--- src/hdl/ilc_pkg.sv ---
// Purpose: shared constants and types of the input level controller
// Assumes: 9-bit control registers written through the device control port
// Notes:   times are kept in their printed unit, counts are derived per sample rate
package ilc_pkg;

    // control register addresses
    localparam logic [6:0] ADDR_LIMITS = 7'h20;   // gain_limits_and_enable
    localparam logic [6:0] ADDR_TARGET = 7'h21;   // target_hold_zero_cross
    localparam logic [6:0] ADDR_TIMING = 7'h22;   // mode_and_rate_timing

    // reset values
    localparam logic [8:0] LIMITS_RST = 9'h038;   // ceiling 111, floor 000, off
    localparam logic [8:0] TARGET_RST = 9'h00B;   // level 1011, hold 0, zc off
    localparam logic [8:0] TIMING_RST = 9'h032;   // rise 0011, fall 0010, normal

    // field positions
    localparam int ENABLE_BIT  = 8;
    localparam int CEIL_LSB    = 3;
    localparam int FLOOR_LSB   = 0;
    localparam int ZC_BIT      = 8;
    localparam int HOLD_LSB    = 4;
    localparam int LEVEL_LSB   = 0;
    localparam int MODE_BIT    = 8;
    localparam int RISE_LSB    = 4;
    localparam int FALL_LSB    = 0;

    // rate codes at and above this value saturate
    localparam logic [3:0] RATE_CODE_SAT = 4'hA;

    // per-step times in nanoseconds, at the lowest code
    localparam longint FALL_NORM_NS = 104000;
    localparam longint RISE_NORM_NS = 410000;
    localparam longint FALL_LIM_NS  = 22700;
    localparam longint RISE_LIM_NS  = 90800;
    localparam longint HOLD_BASE_NS = 2670000;
    localparam longint NS_PER_S     = 1000000000;

    // amplifier gain code: 6 bits, 0.75 dB per code, 8 codes per 6 dB
    localparam int         GAIN_W      = 6;
    localparam logic [5:0] GAIN_RST    = 6'h10;   // 0 dB

    // target magnitudes for a 16-bit full scale, index = level code
    localparam logic [15:0] TARGET_LUT [16] = '{
        16'h04D0, 16'h05B8, 16'h06CC, 16'h0814, 16'h0999, 16'h0B68, 16'h0D8F, 16'h101D,
        16'h1327, 16'h16C3, 16'h1B0D, 16'h2027, 16'h2637, 16'h2D6B, 16'h35FA, 16'h4027};

    // controller states
    typedef enum logic [3:0] {
        ST_OFF  = 4'b0001,
        ST_HOLD = 4'b0010,
        ST_RISE = 4'b0100,
        ST_FALL = 4'b1000
    } ilc_state_e;

    // register write request
    typedef struct packed {
        logic       write;
        logic [6:0] addr;
        logic [8:0] data;
    } ilc_regwr_s;

    // one audio sample from the record path
    typedef struct packed {
        logic               tick;
        logic signed [15:0] data;
    } ilc_sample_s;

endpackage

--- src/hdl/ilc_level_ctrl.sv ---
// Purpose: automatic input gain control / peak limiter for the record amplifier
// Assumes: sample ticks and register writes are synchronous to clk
// Notes:   all timers count sample ticks, so time constants follow the sample rate
`timescale 1ns/1ps
module ilc_level_ctrl #(
    parameter int SAMPLE_RATE_HZ = 48000,
    parameter int CNT_W          = 20
) (
    input  wire logic                 clk,
    input  wire logic                 rst_b,
    input  wire ilc_pkg::ilc_regwr_s  regWr,
    input  wire logic [6:0]           regRdAddr,
    input  wire ilc_pkg::ilc_sample_s sampleIn,
    input  wire logic                 manualGainWrite,
    input  wire logic [5:0]           manualInputGain,
    output logic [8:0]                regRdData,
    output logic [5:0]                pgaGain,
    output logic                      agcActive,
    output logic                      peakAbove
);

    // base step counts in sample ticks, rounded up, never below one
    localparam longint RATE = SAMPLE_RATE_HZ;
    localparam logic [CNT_W-1:0] FALL_NORM_CNT =
        CNT_W'((ilc_pkg::FALL_NORM_NS * RATE + ilc_pkg::NS_PER_S - 1) / ilc_pkg::NS_PER_S);
    localparam logic [CNT_W-1:0] RISE_NORM_CNT =
        CNT_W'((ilc_pkg::RISE_NORM_NS * RATE + ilc_pkg::NS_PER_S - 1) / ilc_pkg::NS_PER_S);
    localparam logic [CNT_W-1:0] FALL_LIM_CNT =
        CNT_W'((ilc_pkg::FALL_LIM_NS * RATE + ilc_pkg::NS_PER_S - 1) / ilc_pkg::NS_PER_S);
    localparam logic [CNT_W-1:0] RISE_LIM_CNT =
        CNT_W'((ilc_pkg::RISE_LIM_NS * RATE + ilc_pkg::NS_PER_S - 1) / ilc_pkg::NS_PER_S);
    localparam logic [CNT_W-1:0] HOLD_BASE_CNT =
        CNT_W'((ilc_pkg::HOLD_BASE_NS * RATE + ilc_pkg::NS_PER_S - 1) / ilc_pkg::NS_PER_S);

    // control registers
    logic [8:0]              limits_reg,  limits_next;
    logic [8:0]              target_reg,  target_next;
    logic [8:0]              timing_reg,  timing_next;
    logic [8:0]              rdData_reg,  rdData_next;
    // controller state
    ilc_pkg::ilc_state_e     state_reg,   state_next;
    logic [CNT_W-1:0]        cnt_reg,     cnt_next;      // step / hold timer
    logic [16:0]             peak_reg,    peak_next;     // held peak magnitude
    logic [5:0]              gain_reg,    gain_next;     // amplifier gain code
    logic [5:0]              start_reg,   start_next;    // limiter starting gain
    logic                    limOn_reg,   limOn_next;    // limiter was running
    logic [1:0]              pend_reg,    pend_next;     // pending step: [1] up, [0] down
    logic                    sign_reg,    sign_next;     // last sample sign
    logic                    above_reg,   above_next;
    logic                    active_reg,  active_next;   // registered copy of state != OFF

    // decoded fields
    logic                    enable;
    logic                    limiter;
    logic                    zcGate;
    logic [5:0]              floorCode;
    logic [5:0]              ceilCode;
    logic [5:0]              effCeil;
    logic [3:0]              riseCode;
    logic [3:0]              fallCode;
    logic [3:0]              holdCode;
    logic [16:0]             targetMag;
    logic [CNT_W-1:0]        risePeriod;
    logic [CNT_W-1:0]        fallPeriod;
    logic [CNT_W-1:0]        holdPeriod;
    logic [16:0]             absVal;
    logic [16:0]             peakNow;
    logic                    above;
    logic                    stepUp;
    logic                    stepDown;
    logic                    zeroCross;

    // saturating doubling: base << min(code, 10)
    function automatic logic [CNT_W-1:0] scaled(input logic [CNT_W-1:0] base,
                                                input logic [3:0] code);
        logic [3:0] sh;
        sh = (code > ilc_pkg::RATE_CODE_SAT) ? ilc_pkg::RATE_CODE_SAT : code;
        return base << sh;
    endfunction

    // field decode and timer periods
    always_comb begin
        enable     = limits_reg[ilc_pkg::ENABLE_BIT];
        limiter    = timing_reg[ilc_pkg::MODE_BIT];
        zcGate     = target_reg[ilc_pkg::ZC_BIT];
        floorCode  = {limits_reg[ilc_pkg::FLOOR_LSB +: 3], 3'h0};
        ceilCode   = {limits_reg[ilc_pkg::CEIL_LSB +: 3], 3'h7};
        // limiter cannot lift gain past where it started; until the start gain is
        // latched the present gain stands in, so a step up on the switch edge is blocked
        effCeil    = (limiter && !limOn_reg) ? gain_reg
                   : (limiter && start_reg < ceilCode) ? start_reg : ceilCode;
        riseCode   = timing_reg[ilc_pkg::RISE_LSB +: 4];
        fallCode   = timing_reg[ilc_pkg::FALL_LSB +: 4];
        holdCode   = target_reg[ilc_pkg::HOLD_LSB +: 4];
        targetMag  = {1'b0, ilc_pkg::TARGET_LUT[target_reg[ilc_pkg::LEVEL_LSB +: 4]]};
        risePeriod = scaled(limiter ? RISE_LIM_CNT : RISE_NORM_CNT, riseCode);
        fallPeriod = scaled(limiter ? FALL_LIM_CNT : FALL_NORM_CNT, fallCode);
        // hold code 0 means no wait; code n waits base << (n-1)
        if (holdCode == 4'h0) begin
            holdPeriod = '0;
        end else begin
            // codes above 1010 give the same longest hold as 1010
            holdPeriod = scaled(HOLD_BASE_CNT, ((holdCode > ilc_pkg::RATE_CODE_SAT) ?
                         ilc_pkg::RATE_CODE_SAT : holdCode) - 4'h1);
        end
    end

    // peak detector on the incoming samples
    always_comb begin
        // 17 bits so that the most negative sample folds without overflow
        absVal    = sampleIn.data[15] ? 17'(-$signed({sampleIn.data[15], sampleIn.data}))
                                      : {1'b0, sampleIn.data};
        peakNow   = (sampleIn.tick && absVal > peak_reg) ? absVal : peak_reg;
        above     = peakNow > targetMag;
        zeroCross = sampleIn.tick && (sampleIn.data[15] != sign_reg);
    end

    // register file: writes and registered read-back
    always_comb begin
        limits_next = limits_reg;
        target_next = target_reg;
        timing_next = timing_reg;
        if (regWr.write) begin
            case (regWr.addr)
                ilc_pkg::ADDR_LIMITS: limits_next = regWr.data;
                ilc_pkg::ADDR_TARGET: target_next = regWr.data;
                ilc_pkg::ADDR_TIMING: timing_next = regWr.data;
                default:              limits_next = limits_reg;
            endcase
        end
        case (regRdAddr)
            ilc_pkg::ADDR_LIMITS: rdData_next = limits_reg;
            ilc_pkg::ADDR_TARGET: rdData_next = target_reg;
            ilc_pkg::ADDR_TIMING: rdData_next = timing_reg;
            default:              rdData_next = 9'h000;   // unmapped reads zero
        endcase
    end

    always_ff @(posedge clk) begin
        if (!rst_b) begin
            limits_reg <= ilc_pkg::LIMITS_RST;
            target_reg <= ilc_pkg::TARGET_RST;
            timing_reg <= ilc_pkg::TIMING_RST;
            rdData_reg <= 9'h000;
        end else begin
            limits_reg <= limits_next;
            target_reg <= target_next;
            timing_reg <= timing_next;
            rdData_reg <= rdData_next;
        end
    end

    // level controller: timers, step decisions and gain
    always_comb begin
        state_next = state_reg;
        cnt_next   = cnt_reg;
        peak_next  = peak_reg;
        gain_next  = gain_reg;
        start_next = start_reg;
        pend_next  = pend_reg;
        sign_next  = sampleIn.tick ? sampleIn.data[15] : sign_reg;
        above_next = above_reg;
        limOn_next = enable && limiter;
        stepUp     = 1'b0;
        stepDown   = 1'b0;

        // starting gain is taken whenever limiting begins, from idle or normal mode
        if (enable && limiter && !limOn_reg) begin
            start_next = gain_reg;
        end

        if (!enable) begin
            // gain stays where the controller left it
            state_next = ilc_pkg::ST_OFF;
            cnt_next   = '0;
            peak_next  = '0;
            pend_next  = 2'b00;
            above_next = 1'b0;
            // manual gain is unconstrained while control is off
            if (manualGainWrite) begin
                gain_next = manualInputGain;
            end
        end else if (sampleIn.tick) begin
            peak_next  = peakNow;
            above_next = above;
            case (state_reg)
                ilc_pkg::ST_OFF: begin
                    state_next = ilc_pkg::ST_HOLD;
                    cnt_next   = '0;
                    peak_next  = '0;
                end
                ilc_pkg::ST_HOLD: begin
                    if (above) begin
                        state_next = ilc_pkg::ST_FALL;
                        cnt_next   = '0;
                    end else if (cnt_reg >= holdPeriod) begin
                        state_next = ilc_pkg::ST_RISE;
                        cnt_next   = '0;
                    end else begin
                        cnt_next = cnt_reg + 1'b1;
                    end
                end
                ilc_pkg::ST_RISE: begin
                    if (above) begin
                        state_next = ilc_pkg::ST_FALL;
                        cnt_next   = '0;
                    end else if (cnt_reg + 1'b1 >= risePeriod) begin
                        stepUp    = 1'b1;
                        cnt_next  = '0;
                        peak_next = '0;
                    end else begin
                        cnt_next = cnt_reg + 1'b1;
                    end
                end
                ilc_pkg::ST_FALL: begin
                    if (!above) begin
                        // a rise must always be preceded by the hold wait
                        state_next = ilc_pkg::ST_HOLD;
                        cnt_next   = '0;
                    end else if (cnt_reg + 1'b1 >= fallPeriod) begin
                        stepDown  = 1'b1;
                        cnt_next  = '0;
                        peak_next = '0;
                    end else begin
                        cnt_next = cnt_reg + 1'b1;
                    end
                end
                default: begin
                    state_next = ilc_pkg::ST_OFF;
                end
            endcase

            // zero-cross gate defers the step; a newer step replaces an older one
            if (stepUp || stepDown) begin
                pend_next = {stepUp, stepDown};
            end
            if (!zcGate || zeroCross) begin
                if (pend_next[1] && gain_reg < effCeil && gain_reg < 6'h3F) begin
                    gain_next = gain_reg + 6'h01;
                end else if (pend_next[0] && gain_reg > floorCode) begin
                    gain_next = gain_reg - 6'h01;
                end
                pend_next = 2'b00;
            end
        end
        active_next = (state_next != ilc_pkg::ST_OFF);
    end

    always_ff @(posedge clk) begin
        if (!rst_b) begin
            state_reg <= ilc_pkg::ST_OFF;
            cnt_reg   <= '0;
            peak_reg  <= '0;
            gain_reg  <= ilc_pkg::GAIN_RST;
            start_reg <= ilc_pkg::GAIN_RST;
            limOn_reg <= 1'b0;
            pend_reg  <= 2'b00;
            sign_reg  <= 1'b0;
            above_reg <= 1'b0;
            active_reg <= 1'b0;
        end else begin
            state_reg <= state_next;
            cnt_reg   <= cnt_next;
            peak_reg  <= peak_next;
            gain_reg  <= gain_next;
            start_reg <= start_next;
            limOn_reg <= limOn_next;
            pend_reg  <= pend_next;
            sign_reg  <= sign_next;
            above_reg <= above_next;
            active_reg <= active_next;
        end
    end

    // outputs straight from flip-flops
    assign regRdData = rdData_reg;
    assign pgaGain   = gain_reg;
    assign agcActive = active_reg;
    assign peakAbove = above_reg;

endmodule

--- config.mk ---
export PLATFORM = sky130hd
export DESIGN_NAME = ilc_level_ctrl
export DESIGN_NICKNAME = d
export VERILOG_FILES = /design/src/hdl/ilc_pkg.sv /design/src/hdl/ilc_level_ctrl.sv
export SDC_FILE = /design/constraint.sdc
export NUM_CORES = 1
export LEC_CHECK = 0
export ABC_AREA = 1
export BUFFER_PORTS_ARGS = -buffer_cell sky130_fd_sc_hd__buf_2
export CAP_MARGIN = 10
export CORE_ASPECT_RATIO = 0.8
export CORE_UTILIZATION = 60
export CTS_CLUSTER_DIAMETER = 60
export DETAILED_ROUTE_END_ITERATION = 6
export HOLD_SLACK_MARGIN = 0.03
export PLACE_DENSITY = 0.88
export SYNTH_ARGS = -nofsm -noshare
export SYNTH_HDL_FRONTEND = slang
export SYNTH_SLANG_ARGS = --single-unit
--- constraint.sdc ---
create_clock -name clk -period 16.6 [get_ports clk]
set_clock_uncertainty 0.1 [all_clocks]
set_input_delay 3.32 -clock clk [delete_from_list [all_inputs] [get_ports clk]]
set_output_delay 3.32 -clock clk [all_outputs]
set_load 0.1 [all_outputs]
==> impl_metrics.csv <==
group,metric,value,unit
timing,timing_hold_violations_final,0,
worst_setup_path,cpPeakStageDelay,0.36,ns
power,cellPowerDensity,59.1,mW/mm2
clock_network,cts.path.max_buffers,2,
status,result_of_the_run,"finished, final reports clean",
synth,yosys-top-cells-area,"sky130_fd_sc_hd__dfxtp_1 23%, sky130_fd_sc_hd__ha_1 17%, sky130_fd_sc_hd__nand2_1 13%",
synth,number_of_warnings_reported_in_the_yosys_synthesis_log,0,
floorplanning,floorplan_row_count,38,
flow_run,maxCapViolations,0,
clock_network,clock_tree.htree_level_count,3,
final_layout,max_reg_flops,20,
timing,final_min_period_over_clock_period,56.2,%
worst_setup_path,path_class,"primary input to flop",
clock_network,cts.repair_timing.setup_buffer_count,0,
timing,grt_setup_unrepaired,"no",
place,io_buffers,66,
global_routing,track_usage,31.2,%
global_routing,first_global_vias,7734,
synth,synth_async_sr_flop_share,0,%
floorplanning,core_region_area,0.0136,mm2
route,vias,8417,
clock_network,tritoncts,"done",
place,final_weighted_congestion_in_routability_driven_placement,0.947,
worst_setup_path,crit_path_max_fanout,26,
worst_setup_path,start_kind,"primary input",
floorplanning,die-area,0.0143,mm2
floorplanning,die_w,134,um
timing,final_min_period,9.33,ns
route,drt.antenna.violating_nets,0,
worst_setup_path,slowest_stage,"sky130_fd_sc_hd__ha_1",
final_layout,post_route_cells_drive_above_1_share,10.9,%
floorplanning,die_span_in_y,107,um
synth,synth-edff-count,0,
synth,synth_area_leader_cell,"sky130_fd_sc_hd__dfxtp_1",
worst_setup_path,setup.worst_path.end_class,"flop",
place,detailed_place.area,0.00879,mm2
floorplanning,initial_utilization,61.3,%
floorplanning,floorplan.io_pins,67,
hold_path,hold_class,"flop to flop",
synth,yosysUniqueCellTypes,58,
final_layout,insertedDiodeCount,0,
route,avgViaCountPerCell,5.66,
route,drt_pre_antenna_iters,5,
clock_network,numClockSinks,95,
clock_network,clk_pin_slew,0.07,ns
final_layout,sequential_cell_area,0.00190,mm2
final_layout,final_cell_area,0.00909,mm2
worst_setup_path,critPathTopFamily,"simple AND/OR/NAND/NOR gates",
synth,synth_seq_area_share,22.9,%
synth,yosys_most_used_dff,"sky130_fd_sc_hd__dfxtp_1",
place,hpwlAfterDp,16700,um
global_routing,initial_antenna_violation_count,0,
power,power.static_leakage,4.37,nW
timing,clock.fmax,107,MHz
final_layout,area_growth,9.47,%
worst_setup_path,critical_path.most_common_cell,"sky130_fd_sc_hd__nor2_1",
power,peakVddDrop,0.0643,mV
route,drt_first_iter_violations,799,
clock_network,number_of_resized_instances_in_the_post_cts_repair_step,0,
route,drc_errors,0,
route,routedWlPerCell,14.5,um
synth,yosys.cell_count.top_type,"sky130_fd_sc_hd__nand2_1",
worst_setup_path,worst_ep_required_time,16.77,ns
clock_network,cts_hold_buffers,0,
clock_network,cts_made_buffers,9,
global_routing,pin_count_of_the_biggest_net_entering_global_routing,49,
timing,fin_tns_setup,0,ns
clock_network,clockRootBuffer,"sky130_fd_sc_hd__clkbuf_16",
timing,max_slew_violation_total_from_the_final_report,0,
final_layout,fill_cells,1201,
worst_setup_path,worst-endpoint-arrival,9.50,ns
global_routing,wire_length_of_the_first_global_routing_pass,35900,um
timing,final_setup_fails,0,
synth,synth-seq-cells,95,
final_layout,layout.nets,1465,
final_layout,area_of_the_multi_input_gates,0.00564,mm2
clock_network,clock_insertion_delay_worst_skew,0.37,ns
synth,postSynthCellCount,1242,
timing,worstMarginPinSlew,1.08,ns
global_routing,gr-total-overflow,0,
route,drt-total-wl,21600,um
synth,synth_top_cells_by_count,"290 x sky130_fd_sc_hd__nand2_1, 174 x sky130_fd_sc_hd__inv_1, 113 x sky130_fd_sc_hd__ha_1, 109 x sky130_fd_sc_hd__a21oi_1, 102 x sky130_fd_sc_hd__nor2_1",
synth,average_cell_area_after_synthesis,6.69,um2
synth,post-synth-top-area-fraction,22.9,%
timing,worst_relative_slew_slack,27.3,%
worst_setup_path,critical_path.n_buffers_inverters,6,
synth,post_synth_instance_area,0.00831,mm2
[report_power, final]
part / switching [mW] / internal (mW)
registers: 0.00239 / 0.229
clock network: 0.102 / 0.120
logic: 0.0562 / 0.0286
total: 0.160 / 0.377
[final timing paths]
kind                             from                       end  slack, ns  cells past startpoint
min          peak_reg[9]$_SDFFE_PN0P_  peak_reg[9]$_SDFFE_PN0P_       0.37                      2
max reg2reg  peak_reg[8]$_SDFFE_PN0P_   pgaGain[5]$_SDFFE_PN0P_      11.24                     31
min reg2reg  peak_reg[9]$_SDFFE_PN0P_  peak_reg[9]$_SDFFE_PN0P_       0.37                      2
max                       sampleIn[0]   pgaGain[5]$_SDFFE_PN0P_       7.27                     43
[metal layers]
layer | up-vias | track usage (%) | wire length [um]
li1 | 4222 | - | -
met1 | 3838 | 41.8 | 9950
met2 | 324 | 51.6 | 9550
met3 | 33 | 5.98 | 1760
met4 | 0 | 7.22 | 313
met5 | - | 0 | 0
[tightest hold or removal path: cells and delay by family, from the launching register on]
family           cells  cell delay [ns]
AO/OA/AOI/OAI        1             0.06
AND/OR/NAND/NOR      1             0.06
flip-flops           1             0.31
[kinds of logic after synthesis]
kind of cell             share of synthesized area (%)
AND/OR/NAND/NOR                                   27.9
adder cells (fa/ha/maj)                           17.3
XOR/XNOR                                          3.58
buffers and inverters                             9.71
flip-flops                                        22.9
other                                           0.0904
AO/OA/AOI/OAI                                     18.6
[cell type report]
cell class | count | share of cell area, %
repair buffers | 67 | 3.71
clock buffers | 10 | 2.52
clock inverters | 6 | 0.839
inverters | 183 | 7.57
multi-input cells | 945 | 62.0
well taps | 180 | 2.48
flip-flops and latches | 95 | 20.9
[layout by cell type, fill, tap and decap left out, types with 5 or more instances in the layout]
master | netlist | layout
sky130_fd_sc_hd__nand3_2 | 8 | 8
sky130_fd_sc_hd__conb_1 | 2 | 11
sky130_fd_sc_hd__nor2_1 | 102 | 102
sky130_fd_sc_hd__nor3_2 | 5 | 5
sky130_fd_sc_hd__o211ai_1 | 13 | 13
sky130_fd_sc_hd__nand3_1 | 33 | 33
sky130_fd_sc_hd__nand2_1 | 290 | 290
sky130_fd_sc_hd__xor2_1 | 21 | 21
sky130_fd_sc_hd__xnor2_1 | 13 | 13
sky130_fd_sc_hd__o221ai_1 | 7 | 7
sky130_fd_sc_hd__buf_2 | 2 | 66
sky130_fd_sc_hd__nor3_1 | 11 | 11
sky130_fd_sc_hd__inv_2 | 6 | 6
sky130_fd_sc_hd__o21ai_0 | 94 | 93
sky130_fd_sc_hd__a21oi_1 | 109 | 109
sky130_fd_sc_hd__clkbuf_16 | 0 | 9
sky130_fd_sc_hd__ha_1 | 113 | 113
sky130_fd_sc_hd__dfxtp_1 | 95 | 95
sky130_fd_sc_hd__nor2_2 | 9 | 9
sky130_fd_sc_hd__o22ai_1 | 10 | 10
sky130_fd_sc_hd__nand4_1 | 19 | 19
sky130_fd_sc_hd__nand2_4 | 5 | 5
sky130_fd_sc_hd__a211oi_1 | 5 | 5
sky130_fd_sc_hd__inv_1 | 174 | 174
sky130_fd_sc_hd__o21a_1 | 6 | 6
sky130_fd_sc_hd__nand2_2 | 11 | 11
sky130_fd_sc_hd__a21o_1 | 5 | 5
[stage by stage]
stage	instances	worst slack (ns)	total power, mW	util (%)	hold slack, ns
2_1_floorplan	1251	7.79	0.297	-	0.329
3_3_place_gp	1470	7.28	0.317	64.9	0.340
3_5_place_dp	1470	6.97	0.320	64.9	0.357
4_1_cts	1486	7.33	0.537	67.1	0.368
5_1_grt	1486	6.58	0.558	67.1	0.384
6_report	1486	7.27	0.538	67.1	0.369
(Power assumes the default switching activity.)
